**config.mk**
```make
export PLATFORM = sky130hd
export DESIGN_NAME = rrcm_connection_monitor
export DESIGN_NICKNAME = d
export VERILOG_FILES = /design/src/hw/rrcm_pkg.sv /design/src/hw/rrcm_connection_monitor.sv
export SDC_FILE = /design/constraint.sdc
export NUM_CORES = 2
export LEC_CHECK = 0
export BUFFER_PORTS_ARGS = -buffer_cell sky130_fd_sc_hd__buf_2
export CAP_MARGIN = 20
export CORE_AREA = 2 2 472 474
export DETAILED_ROUTE_END_ITERATION = 16
export DIE_AREA = 0 0 474 476
export PLACE_DENSITY = 0.74
export SETUP_SLACK_MARGIN = 0.3
export SLEW_MARGIN = 20
export SYNTH_ARGS = -nofsm -noshare
export SYNTH_HDL_FRONTEND = slang
export SYNTH_SLANG_ARGS = --single-unit
```
**constraint.sdc**
```tcl
create_clock -name clk -period 9.2 [get_ports clk]
set_input_delay 0.92 -clock clk [delete_from_list [all_inputs] [get_ports clk]]
set_output_delay 0.92 -clock clk [all_outputs]
set_load 0.05 [all_outputs]
```
**src/hw/rrcm_pkg.sv**
```systemverilog
// Purpose: constants for the receive RTP connection monitor
// Assumes: 32-bit APB, one connection structure held in flip-flops
// Notes:   byte offsets of the APB register map and field layouts
//
// What this block does
// - jitter uses RTP timestamp delta and local arrival time delta
// - jitter becomes 15/16 old plus 1/16 new delay variation
// - include flag low leaves jitter and both timestamps untouched
// - every packet not discarded counts in 16-bit packets, 32-bit octets
// - octet count grows by UDP length minus eight
// - lookup result selects channel structure address, which is issued
// - delete type reads no channel structure and drops the packet
// - type codes: 000 PCM, 001 HDLC, 010 CPU, 111 delete
// - lookup address is base pointer in 128-byte units plus index over two
// - bad checksum with discard set drops before any field changes
// - RTP format indexes by marker and payload type, else length
// - checksum report set posts an event for each bad checksum
// - loss report set posts an event on sequence gaps in RTP format
// - jitter started flag set by first packet with include flag
// - software clears initialized flag; first packet sets it
// - low 24 bits of local time stored as last local timestamp
// - jitter estimate is kept in 1/16 TDM frame units
// - last received sequence number is stored
// - include flag packets update sequence, RTP timestamp, jitter
// - entry report flag posts a report event for the packet
// - events are handed to the circular queue writer
// - UDP-only index is capped at 255
// - 256 lookup entries each hold a 4-bit selector
package rrcm_pkg;
    localparam logic [11:0] OFS_CTRL    = 12'h000;
    localparam logic [11:0] OFS_TBLBASE = 12'h004;
    localparam logic [11:0] OFS_LASTSEQ = 12'h008;
    localparam logic [11:0] OFS_LASTTS  = 12'h00C;
    localparam logic [11:0] OFS_LOCALTS = 12'h010;
    localparam logic [11:0] OFS_JITTER  = 12'h014;
    localparam logic [11:0] OFS_PKTCNT  = 12'h018;
    localparam logic [11:0] OFS_OCTETS  = 12'h01C;
    localparam logic [5:0]  CHAN_PAGE   = 6'h01;  // 0x040..0x07C
    localparam logic [1:0]  TBL_PAGE    = 2'h1;   // 0x400..0x7FC
    localparam int CTRL_DISCARD = 0;
    localparam int CTRL_CSREP   = 1;
    localparam int CTRL_RTP     = 2;
    localparam int CTRL_LOSS    = 3;
    localparam int CTRL_JSTART  = 4;
    localparam int CTRL_INIT    = 5;
    localparam int CH_ADDR_MSB  = 15;
    localparam int CH_TYPE_LSB  = 16;
    localparam int CH_IJ        = 19;
    localparam int CH_REPORT    = 20;
    localparam int EVT_CS       = 0;
    localparam int EVT_REPORT   = 1;
    localparam int EVT_LOSS     = 2;
    localparam int EVT_INIT     = 3;
    localparam logic [2:0]  TYPE_PCM    = 3'h0;
    localparam logic [2:0]  TYPE_HDLC   = 3'h1;
    localparam logic [2:0]  TYPE_CPU    = 3'h2;
    localparam logic [2:0]  TYPE_DELETE = 3'h7;
    localparam logic [15:0] UDP_HDR     = 16'h0008;
    localparam logic [7:0]  IDX_CAP     = 8'hFF;
    localparam int FRAC_BITS  = 4;
    localparam int TBL_SHIFT  = 7;
    localparam int CHAN_SHIFT = 5;
    typedef enum logic [2:0] {
        ST_IDLE, ST_LOOKUP, ST_UPDATE, ST_EVENT, ST_DISPATCH
    } rrcm_state_t;
endpackage

```
**src/hw/rrcm_connection_monitor.sv**
```systemverilog
// Purpose: per-connection receive monitor for RTP/UDP voice packets
// Assumes: packet fields and local time come from logic on clk
// Notes:   zero-wait APB slave; events and dispatch use valid/ready
`timescale 1ns/10ps
module rrcm_connection_monitor (
    input  wire logic        clk,
    input  wire logic        rstn,
    input  wire logic        psel,
    input  wire logic        penable,
    input  wire logic        pwrite,
    input  wire logic [11:0] paddr,
    input  wire logic [31:0] pwdata,
    output logic      [31:0] prdata,
    output logic             pready,
    output logic             pslverr,
    input  wire logic        pktValid,
    output logic             pktReady,
    input  wire logic [15:0] pktUdpLen,
    input  wire logic        pktCsumBad,
    input  wire logic        pktMarker,
    input  wire logic [6:0]  pktPayloadType,
    input  wire logic [15:0] pktSeq,
    input  wire logic [31:0] pktRtpTs,
    input  wire logic [23:0] tdmTime,
    output logic      [31:0] tblAddr,
    output logic             evtValid,
    input  wire logic        evtReady,
    output logic      [3:0]  evtFlags,
    output logic      [15:0] evtPrevSeq,
    output logic      [15:0] evtCurSeq,
    output logic      [7:0]  evtTag,
    output logic      [23:0] evtTime,
    output logic             chanValid,
    input  wire logic        chanReady,
    output logic      [31:0] chanAddr,
    output logic      [2:0]  chanType,
    output logic      [3:0]  chanSel
);
    typedef struct packed {
        rrcm_pkg::rrcm_state_t fsm;
        logic                  discardEn;
        logic                  csReportEn;
        logic                  rtpFormat;
        logic                  lossEn;
        logic                  jitStarted;
        logic                  initDone;
        logic [24:0]           tblBase;
        logic [15:0][31:0]     chanEntry;
        logic [255:0][3:0]     selTbl;
        logic [15:0]           lastSeq;
        logic [31:0]           lastTs;
        logic [23:0]           lastLocal;
        logic [31:0]           jitter;
        logic [15:0]           pktCount;
        logic [31:0]           octets;
        logic [31:0]           rdata;
        logic                  slvErr;
        logic                  pMarker;
        logic [6:0]            pPt;
        logic [15:0]           pLen;
        logic                  pCsum;
        logic [15:0]           pSeq;
        logic [31:0]           pTs;
        logic [23:0]           pNow;
        logic [7:0]            idx;
        logic [31:0]           entry;
        logic                  pDisp;
        logic [31:0]           tblAddr;
        logic                  evtValid;
        logic [3:0]            evtFlags;
        logic [15:0]           evtPrevSeq;
        logic [15:0]           evtCurSeq;
        logic [7:0]            evtTag;
        logic [23:0]           evtTime;
        logic                  chanValid;
        logic [31:0]           chanAddr;
        logic [2:0]            chanType;
        logic [3:0]            chanSel;
    } rrcm_state_s_t;

    rrcm_state_s_t q;
    rrcm_state_s_t next_q;

    // UDP payload length, floored at zero for runt headers
    function automatic logic [15:0] payloadLen(input logic [15:0] len);
        payloadLen = (len < rrcm_pkg::UDP_HDR) ? 16'h0000
                                               : len - rrcm_pkg::UDP_HDR;
    endfunction

    // scaled jitter step: j holds the estimate times sixteen
    function automatic logic [31:0] jitterStep(input logic [31:0] j,
                                               input logic [23:0] arr,
                                               input logic [31:0] ts);
        logic [23:0] d;
        logic [23:0] absD;
        d    = arr - ts[23:0];
        absD = d[23] ? (24'h000000 - d) : d;
        jitterStep = j + {8'h00, absD} - (j >> rrcm_pkg::FRAC_BITS);
    endfunction

    logic        apbSetup;
    logic        apbWrite;
    logic        drop;
    logic [15:0] curPayLen;
    logic [2:0]  entType;
    logic        entIj;
    logic        entReport;
    logic        lossSeen;

    assign apbSetup  = psel && !penable;
    assign apbWrite  = psel && penable && pwrite;
    assign curPayLen = payloadLen(q.pLen);
    assign drop      = q.pCsum && q.discardEn;
    assign entType   = q.entry[rrcm_pkg::CH_TYPE_LSB +: 3];
    assign entIj     = q.entry[rrcm_pkg::CH_IJ];
    assign entReport = q.entry[rrcm_pkg::CH_REPORT];
    // sequence gap, only once a previous packet exists
    assign lossSeen  = q.lossEn && q.rtpFormat && q.initDone
                       && (q.pSeq != q.lastSeq + 16'h0001);

    // next state: bus access first, so hardware sets below win
    always_comb begin
        next_q = q;
        // read data and error are captured in the setup cycle
        if (apbSetup) begin
            next_q.slvErr = 1'b0;
            next_q.rdata  = 32'h00000000;
            if (paddr[11:10] == rrcm_pkg::TBL_PAGE) begin
                next_q.rdata = {28'h0000000, q.selTbl[paddr[9:2]]};
            end else if (paddr[11:6] == rrcm_pkg::CHAN_PAGE) begin
                next_q.rdata = q.chanEntry[paddr[5:2]];
            end else begin
                case (paddr)
                    rrcm_pkg::OFS_CTRL: begin
                        next_q.rdata[rrcm_pkg::CTRL_DISCARD] = q.discardEn;
                        next_q.rdata[rrcm_pkg::CTRL_CSREP]   = q.csReportEn;
                        next_q.rdata[rrcm_pkg::CTRL_RTP]     = q.rtpFormat;
                        next_q.rdata[rrcm_pkg::CTRL_LOSS]    = q.lossEn;
                        next_q.rdata[rrcm_pkg::CTRL_JSTART]  = q.jitStarted;
                        next_q.rdata[rrcm_pkg::CTRL_INIT]    = q.initDone;
                    end
                    rrcm_pkg::OFS_TBLBASE: next_q.rdata = {7'h00, q.tblBase};
                    rrcm_pkg::OFS_LASTSEQ: next_q.rdata = {16'h0000, q.lastSeq};
                    rrcm_pkg::OFS_LASTTS:  next_q.rdata = q.lastTs;
                    rrcm_pkg::OFS_LOCALTS: next_q.rdata = {8'h00, q.lastLocal};
                    rrcm_pkg::OFS_JITTER:  next_q.rdata = q.jitter;
                    rrcm_pkg::OFS_PKTCNT:  next_q.rdata = {16'h0000, q.pktCount};
                    rrcm_pkg::OFS_OCTETS:  next_q.rdata = q.octets;
                    default:               next_q.slvErr = 1'b1;
                endcase
            end
        end
        // writes land only on the access edge; counters are read only
        if (apbWrite) begin
            if (paddr[11:10] == rrcm_pkg::TBL_PAGE) begin
                next_q.selTbl[paddr[9:2]] = pwdata[3:0];
            end else if (paddr[11:6] == rrcm_pkg::CHAN_PAGE) begin
                next_q.chanEntry[paddr[5:2]] = pwdata;
            end else if (paddr == rrcm_pkg::OFS_CTRL) begin
                next_q.discardEn  = pwdata[rrcm_pkg::CTRL_DISCARD];
                next_q.csReportEn = pwdata[rrcm_pkg::CTRL_CSREP];
                next_q.rtpFormat  = pwdata[rrcm_pkg::CTRL_RTP];
                next_q.lossEn     = pwdata[rrcm_pkg::CTRL_LOSS];
                next_q.jitStarted = pwdata[rrcm_pkg::CTRL_JSTART];
                next_q.initDone   = pwdata[rrcm_pkg::CTRL_INIT];
            end else if (paddr == rrcm_pkg::OFS_TBLBASE) begin
                next_q.tblBase = pwdata[24:0];
            end
        end
        case (q.fsm)
            rrcm_pkg::ST_IDLE: begin
                if (pktValid) begin
                    next_q.pMarker = pktMarker;
                    next_q.pPt     = pktPayloadType;
                    next_q.pLen    = pktUdpLen;
                    next_q.pCsum   = pktCsumBad;
                    next_q.pSeq    = pktSeq;
                    next_q.pTs     = pktRtpTs;
                    next_q.pNow    = tdmTime;
                    next_q.fsm     = rrcm_pkg::ST_LOOKUP;
                end
            end
            rrcm_pkg::ST_LOOKUP: begin
                if (q.rtpFormat) begin
                    next_q.idx = {q.pMarker, q.pPt};
                end else if (curPayLen > {8'h00, rrcm_pkg::IDX_CAP}) begin
                    next_q.idx = rrcm_pkg::IDX_CAP;
                end else begin
                    next_q.idx = curPayLen[7:0];
                end
                next_q.fsm = rrcm_pkg::ST_UPDATE;
            end
            rrcm_pkg::ST_UPDATE: begin
                // lookup entry byte address, two entries per byte
                next_q.tblAddr = ({7'h00, q.tblBase} << rrcm_pkg::TBL_SHIFT)
                                 + {25'h0000000, q.idx[7:1]};
                next_q.entry   = q.chanEntry[q.selTbl[q.idx]];
                next_q.chanSel = q.selTbl[q.idx];
                next_q.evtFlags   = 4'h0;
                next_q.evtPrevSeq = q.lastSeq;
                next_q.evtCurSeq  = q.pSeq;
                next_q.evtTag     = q.idx;
                next_q.evtTime    = q.pNow;
                // checksum report, also for dropped packets
                next_q.evtFlags[rrcm_pkg::EVT_CS] = q.pCsum && q.csReportEn;
                next_q.pDisp = 1'b0;
                next_q.fsm   = rrcm_pkg::ST_EVENT;
            end
            rrcm_pkg::ST_EVENT: begin
                // first pass: apply updates; entry now holds the split
                if (!q.evtValid && !q.chanValid) begin
                    if (!drop) begin
                        next_q.pktCount = q.pktCount + 16'h0001;
                        next_q.octets = q.octets + {16'h0000, curPayLen};
                        next_q.initDone = 1'b1;
                        next_q.evtFlags[rrcm_pkg::EVT_INIT] = !q.initDone;
                        next_q.evtFlags[rrcm_pkg::EVT_LOSS] = lossSeen;
                        next_q.evtFlags[rrcm_pkg::EVT_REPORT] = entReport;
                        if (entIj) begin
                            next_q.lastSeq   = q.pSeq;
                            next_q.lastTs    = q.pTs;
                            next_q.lastLocal = q.pNow;
                            next_q.jitStarted = 1'b1;
                            if (q.jitStarted) begin
                                next_q.jitter = jitterStep(q.jitter,
                                    q.pNow - q.lastLocal, q.pTs - q.lastTs);
                            end
                        end
                        // delete and reserved types dispatch nothing
                        case (entType)
                            rrcm_pkg::TYPE_PCM,
                            rrcm_pkg::TYPE_HDLC,
                            rrcm_pkg::TYPE_CPU: next_q.pDisp = 1'b1;
                            default:            next_q.pDisp = 1'b0;
                        endcase
                    end
                    next_q.chanAddr = {16'h0000,
                        q.entry[rrcm_pkg::CH_ADDR_MSB:0]}
                        << rrcm_pkg::CHAN_SHIFT;
                    next_q.chanType = entType;
                    next_q.fsm      = rrcm_pkg::ST_DISPATCH;
                end
            end
            rrcm_pkg::ST_DISPATCH: begin
                // event to queue writer, then channel hand-off
                if (q.evtValid) begin
                    if (evtReady) begin
                        next_q.evtValid  = 1'b0;
                        next_q.chanValid = q.pDisp;
                        if (!q.pDisp) begin
                            next_q.fsm = rrcm_pkg::ST_IDLE;
                        end
                    end
                end else if (q.chanValid) begin
                    if (chanReady) begin
                        next_q.chanValid = 1'b0;
                        next_q.fsm       = rrcm_pkg::ST_IDLE;
                    end
                end else if (q.evtFlags != 4'h0) begin
                    next_q.evtValid = 1'b1;
                end else if (q.pDisp) begin
                    next_q.chanValid = 1'b1;
                end else begin
                    next_q.fsm = rrcm_pkg::ST_IDLE;
                end
            end
            default: next_q.fsm = rrcm_pkg::ST_IDLE;
        endcase
    end

    // all state resets to zero; software programs the structure
    always_ff @(posedge clk or negedge rstn) begin
        if (!rstn) begin
            q <= '0;
        end else begin
            q <= next_q;
        end
    end

    assign prdata     = q.rdata;
    assign pready     = 1'b1;
    assign pslverr    = q.slvErr;
    assign pktReady   = (q.fsm == rrcm_pkg::ST_IDLE);
    assign tblAddr    = q.tblAddr;
    assign evtValid   = q.evtValid;
    assign evtFlags   = q.evtFlags;
    assign evtPrevSeq = q.evtPrevSeq;
    assign evtCurSeq  = q.evtCurSeq;
    assign evtTag     = q.evtTag;
    assign evtTime    = q.evtTime;
    assign chanValid  = q.chanValid;
    assign chanAddr   = q.chanAddr;
    assign chanType   = q.chanType;
    assign chanSel    = q.chanSel;

    // checks on the update pass
    logic applyStep;
    assign applyStep = (q.fsm == rrcm_pkg::ST_EVENT)
                       && !q.evtValid && !q.chanValid;
endmodule

```
==> results.cfg <==
[finish]
fillers = 17700
layout.cells.non_filler = 11420
layout-drive-gt1-share = 0.4033
nNetsFinal = 8560
syn_to_final_growth_pct = 9.104

[setup_path]
cp_num_cells = 27
startpoint = q[182]
critPathKind = flip-flop to flip-flop
r2r_setup_slack_ps = 1020
crit_top_cell = fa_1
cp-start-kind = flip-flop
critPathCapture = q[391]
r2r_cells = 27
arrival_ps = 8990
cpLargestDelayFamily = compound AO/OA/AOI/OAI gates
crit_path_end_kind = flip-flop
worst_path_max_delay_cell = a2111oi_1
r2r_start = q[182]
worst-path-buf-inv = 3
cp_max_fo = 5
critPathRequiredTime_ps = 10010
r2r_end = q[391]
crit_path_max_incr_delay_ps = 650

[clocking]
cts_tree = built
clockRootBuffer = clkbuf_16
cts.hold.buffers_added = 0
clk_latency_ps = 890
cts_setup_buffers = 0
ctsResizeCount = 0
cts_buffers = 211
cts.sinks = 2000
clk_pin_slew_ps = 60
htreeDepth = 4
clock_path_buffers = 3

[grt]
grt_first_pass_wirelength_microns = 519300
track_usage = 0.3080
grt_remaining_overflow = 0
antenna_found_initial = 24
grt_max_degree = 218
grt_pass1_vias = 77490

[yosys]
synth_top_area_frac = 0.4554
synth-warning-count = 0
synth-seq-cells = 2000
synthTopCellsByArea = dfrtp_1 46%, mux2_2 18%, mux4_2 15%
synth-seq-area-share = 0.4554
synth_area_sq_mm = 0.1099
synth_flop_cell = dfrtp_1
ys_types = 92
yosys.area.top_type = dfrtp_1
async_reset_ff_frac = 1.000
syn_inst = 8419
syn_area_per_cell_sq_um = 13.05
synth-edff-count = 0

[route]
ant_nets = 0
drc = 0
wirelength_microns = 349500
vias_per_cell = 6.790
dr.pass1.iters = 9
drt_iter0_markers = 9968
wl_per_cell_microns = 30.60
dr_total_vias = 77570

[timing]
slew_headroom = 0.1806
setup_violations = 0
fin_ws_ps = 1019
finalMaxSlewViolations = 0
post-route-period-util = 0.8892
rsz0062_at_grt = no
fmax_mhz = 122.2
fin_crit_ps = 8181
finClkSkew_ps = 68.28
worst_pin_slew_ps = 1227
tns_ps = 0
whs_ps = -10.18
hold_violations = 1

[floorplanning]
io_pins = 325
dieArea_sq_mm = 0.2256
fp.dieW_microns = 474
placementRows = 173
initial_core_util = 0.4973
die_h_microns = 476
core_sq_mm = 0.2210

[worst_hold_path]
hold_path_class = primary input to async pin

[status]
status = complete, but fails checks
violations = hold timing

[placement]
dp_hpwl_microns = 228900
gp_congestion = 0.9582
place_ws_ps = 1096
port_buffers = 307
dp.cells = 11020

[job]
drv_cap = 0
==> metal layers <==
metal | global-route usage | part of all wire | routed length [microns]
met4 | 0.1580 | 0.059 | 20460
met2 | 0.4674 | 0.45 | 157800
met1 | 0.4044 | 0.38 | 131700
met3 | 0.08865 | 0.11 | 39430
met5 | 0 | 0.00037 | 128
==> logic make-up after synthesis <==
| group | count (synthesis) | synth area share |
|---|---|---|
| AOI/OAI and AO/OA | 932 | 0.06215 |
| xor gates and xnor gates | 130 | 0.01036 |
| adders and majority gates | 151 | 0.02204 |
| buffers and inverters | 1030 | 0.04537 |
| DFF | 2000 | 0.4554 |
| muxes | 2582 | 0.3390 |
| other | 2 | 0.00006834 |
| and+or+nand+nor | 1592 | 0.06561 |
==> metrics by stage <==
stage               cell area (sq um)  utilization
CTS                            119800       0.5422
global placement               112700       0.5099
global route                   119900       0.5425
finish                         119900       0.5425
detailed placement             112700       0.5099
floorplan                      110000            -
==> layout make-up <==
cell class | count | area [sq um] | area share
Tap cell | 2975 | 3722 | 0.03104
Sequential cell | 2000 | 50070 | 0.4176
Inverter | 190 | 715.7 | 0.005969
Clock buffer | 319 | 6339 | 0.05286
Timing Repair Buffer | 453 | 2969 | 0.02476
Multi-Input combinational cell | 5404 | 55270 | 0.4610
Clock inverter | 74 | 793.3 | 0.006616
Antenna cell | 9 | 22.52 | 0.0001878
==> synthesized netlist by cell type (30+ instances only) <==
cell,instances
a21oi_1,98
a221oi_1,59
a22oi_1,90
a311oi_1,86
buf_1,97
buf_2,97
buf_4,217
clkbuf_1,405
dfrtp_1,2000
fa_1,71
ha_1,80
inv_1,185
mux2_2,1754
mux2i_1,79
mux4_2,735
nand2_1,827
nand2b_1,30
nand3_1,178
nand3b_1,86
nor2_1,233
nor2b_1,43
nor3_1,62
o21ai_0,177
o22ai_1,37
o32ai_1,83
xnor2_1,79
xor2_1,51
==> how the worst min path moves through the flow <==
stage | slack, ps | from | end
after floorplan | 440 | entReport | evtFlags[1]
after global placement | 450 | tblAddr[24] | tblAddr[24]
after detailed placement | 460 | evtCurSeq[14] | evtCurSeq[14]
after CTS | 10 | rstn | q[241]
after global routing | 40 | rstn | q[241]
final | -10 | rstn | q[241]
==> placed cells by master (no fill, tap or decap), drive strengths merged, types with 60 or more instances in the layout <==
cell       n
clkbuf   320
a21oi     98
inv      197
fa        71
buf      452
xnor2     79
a221oi    60
dfrtp   2000
nand3    178
nor2     235
mux2    1768
o21ai    206
nand2    830
a311oi    86
mux4     735
nand3b    86
o32ai     83
a22oi     91
ha        80
nor3      63
mux2i     79
Power is left out: the tool's default activity adds up to more than one toggle a clock period on the data nets, which glitch-free logic cannot reach.
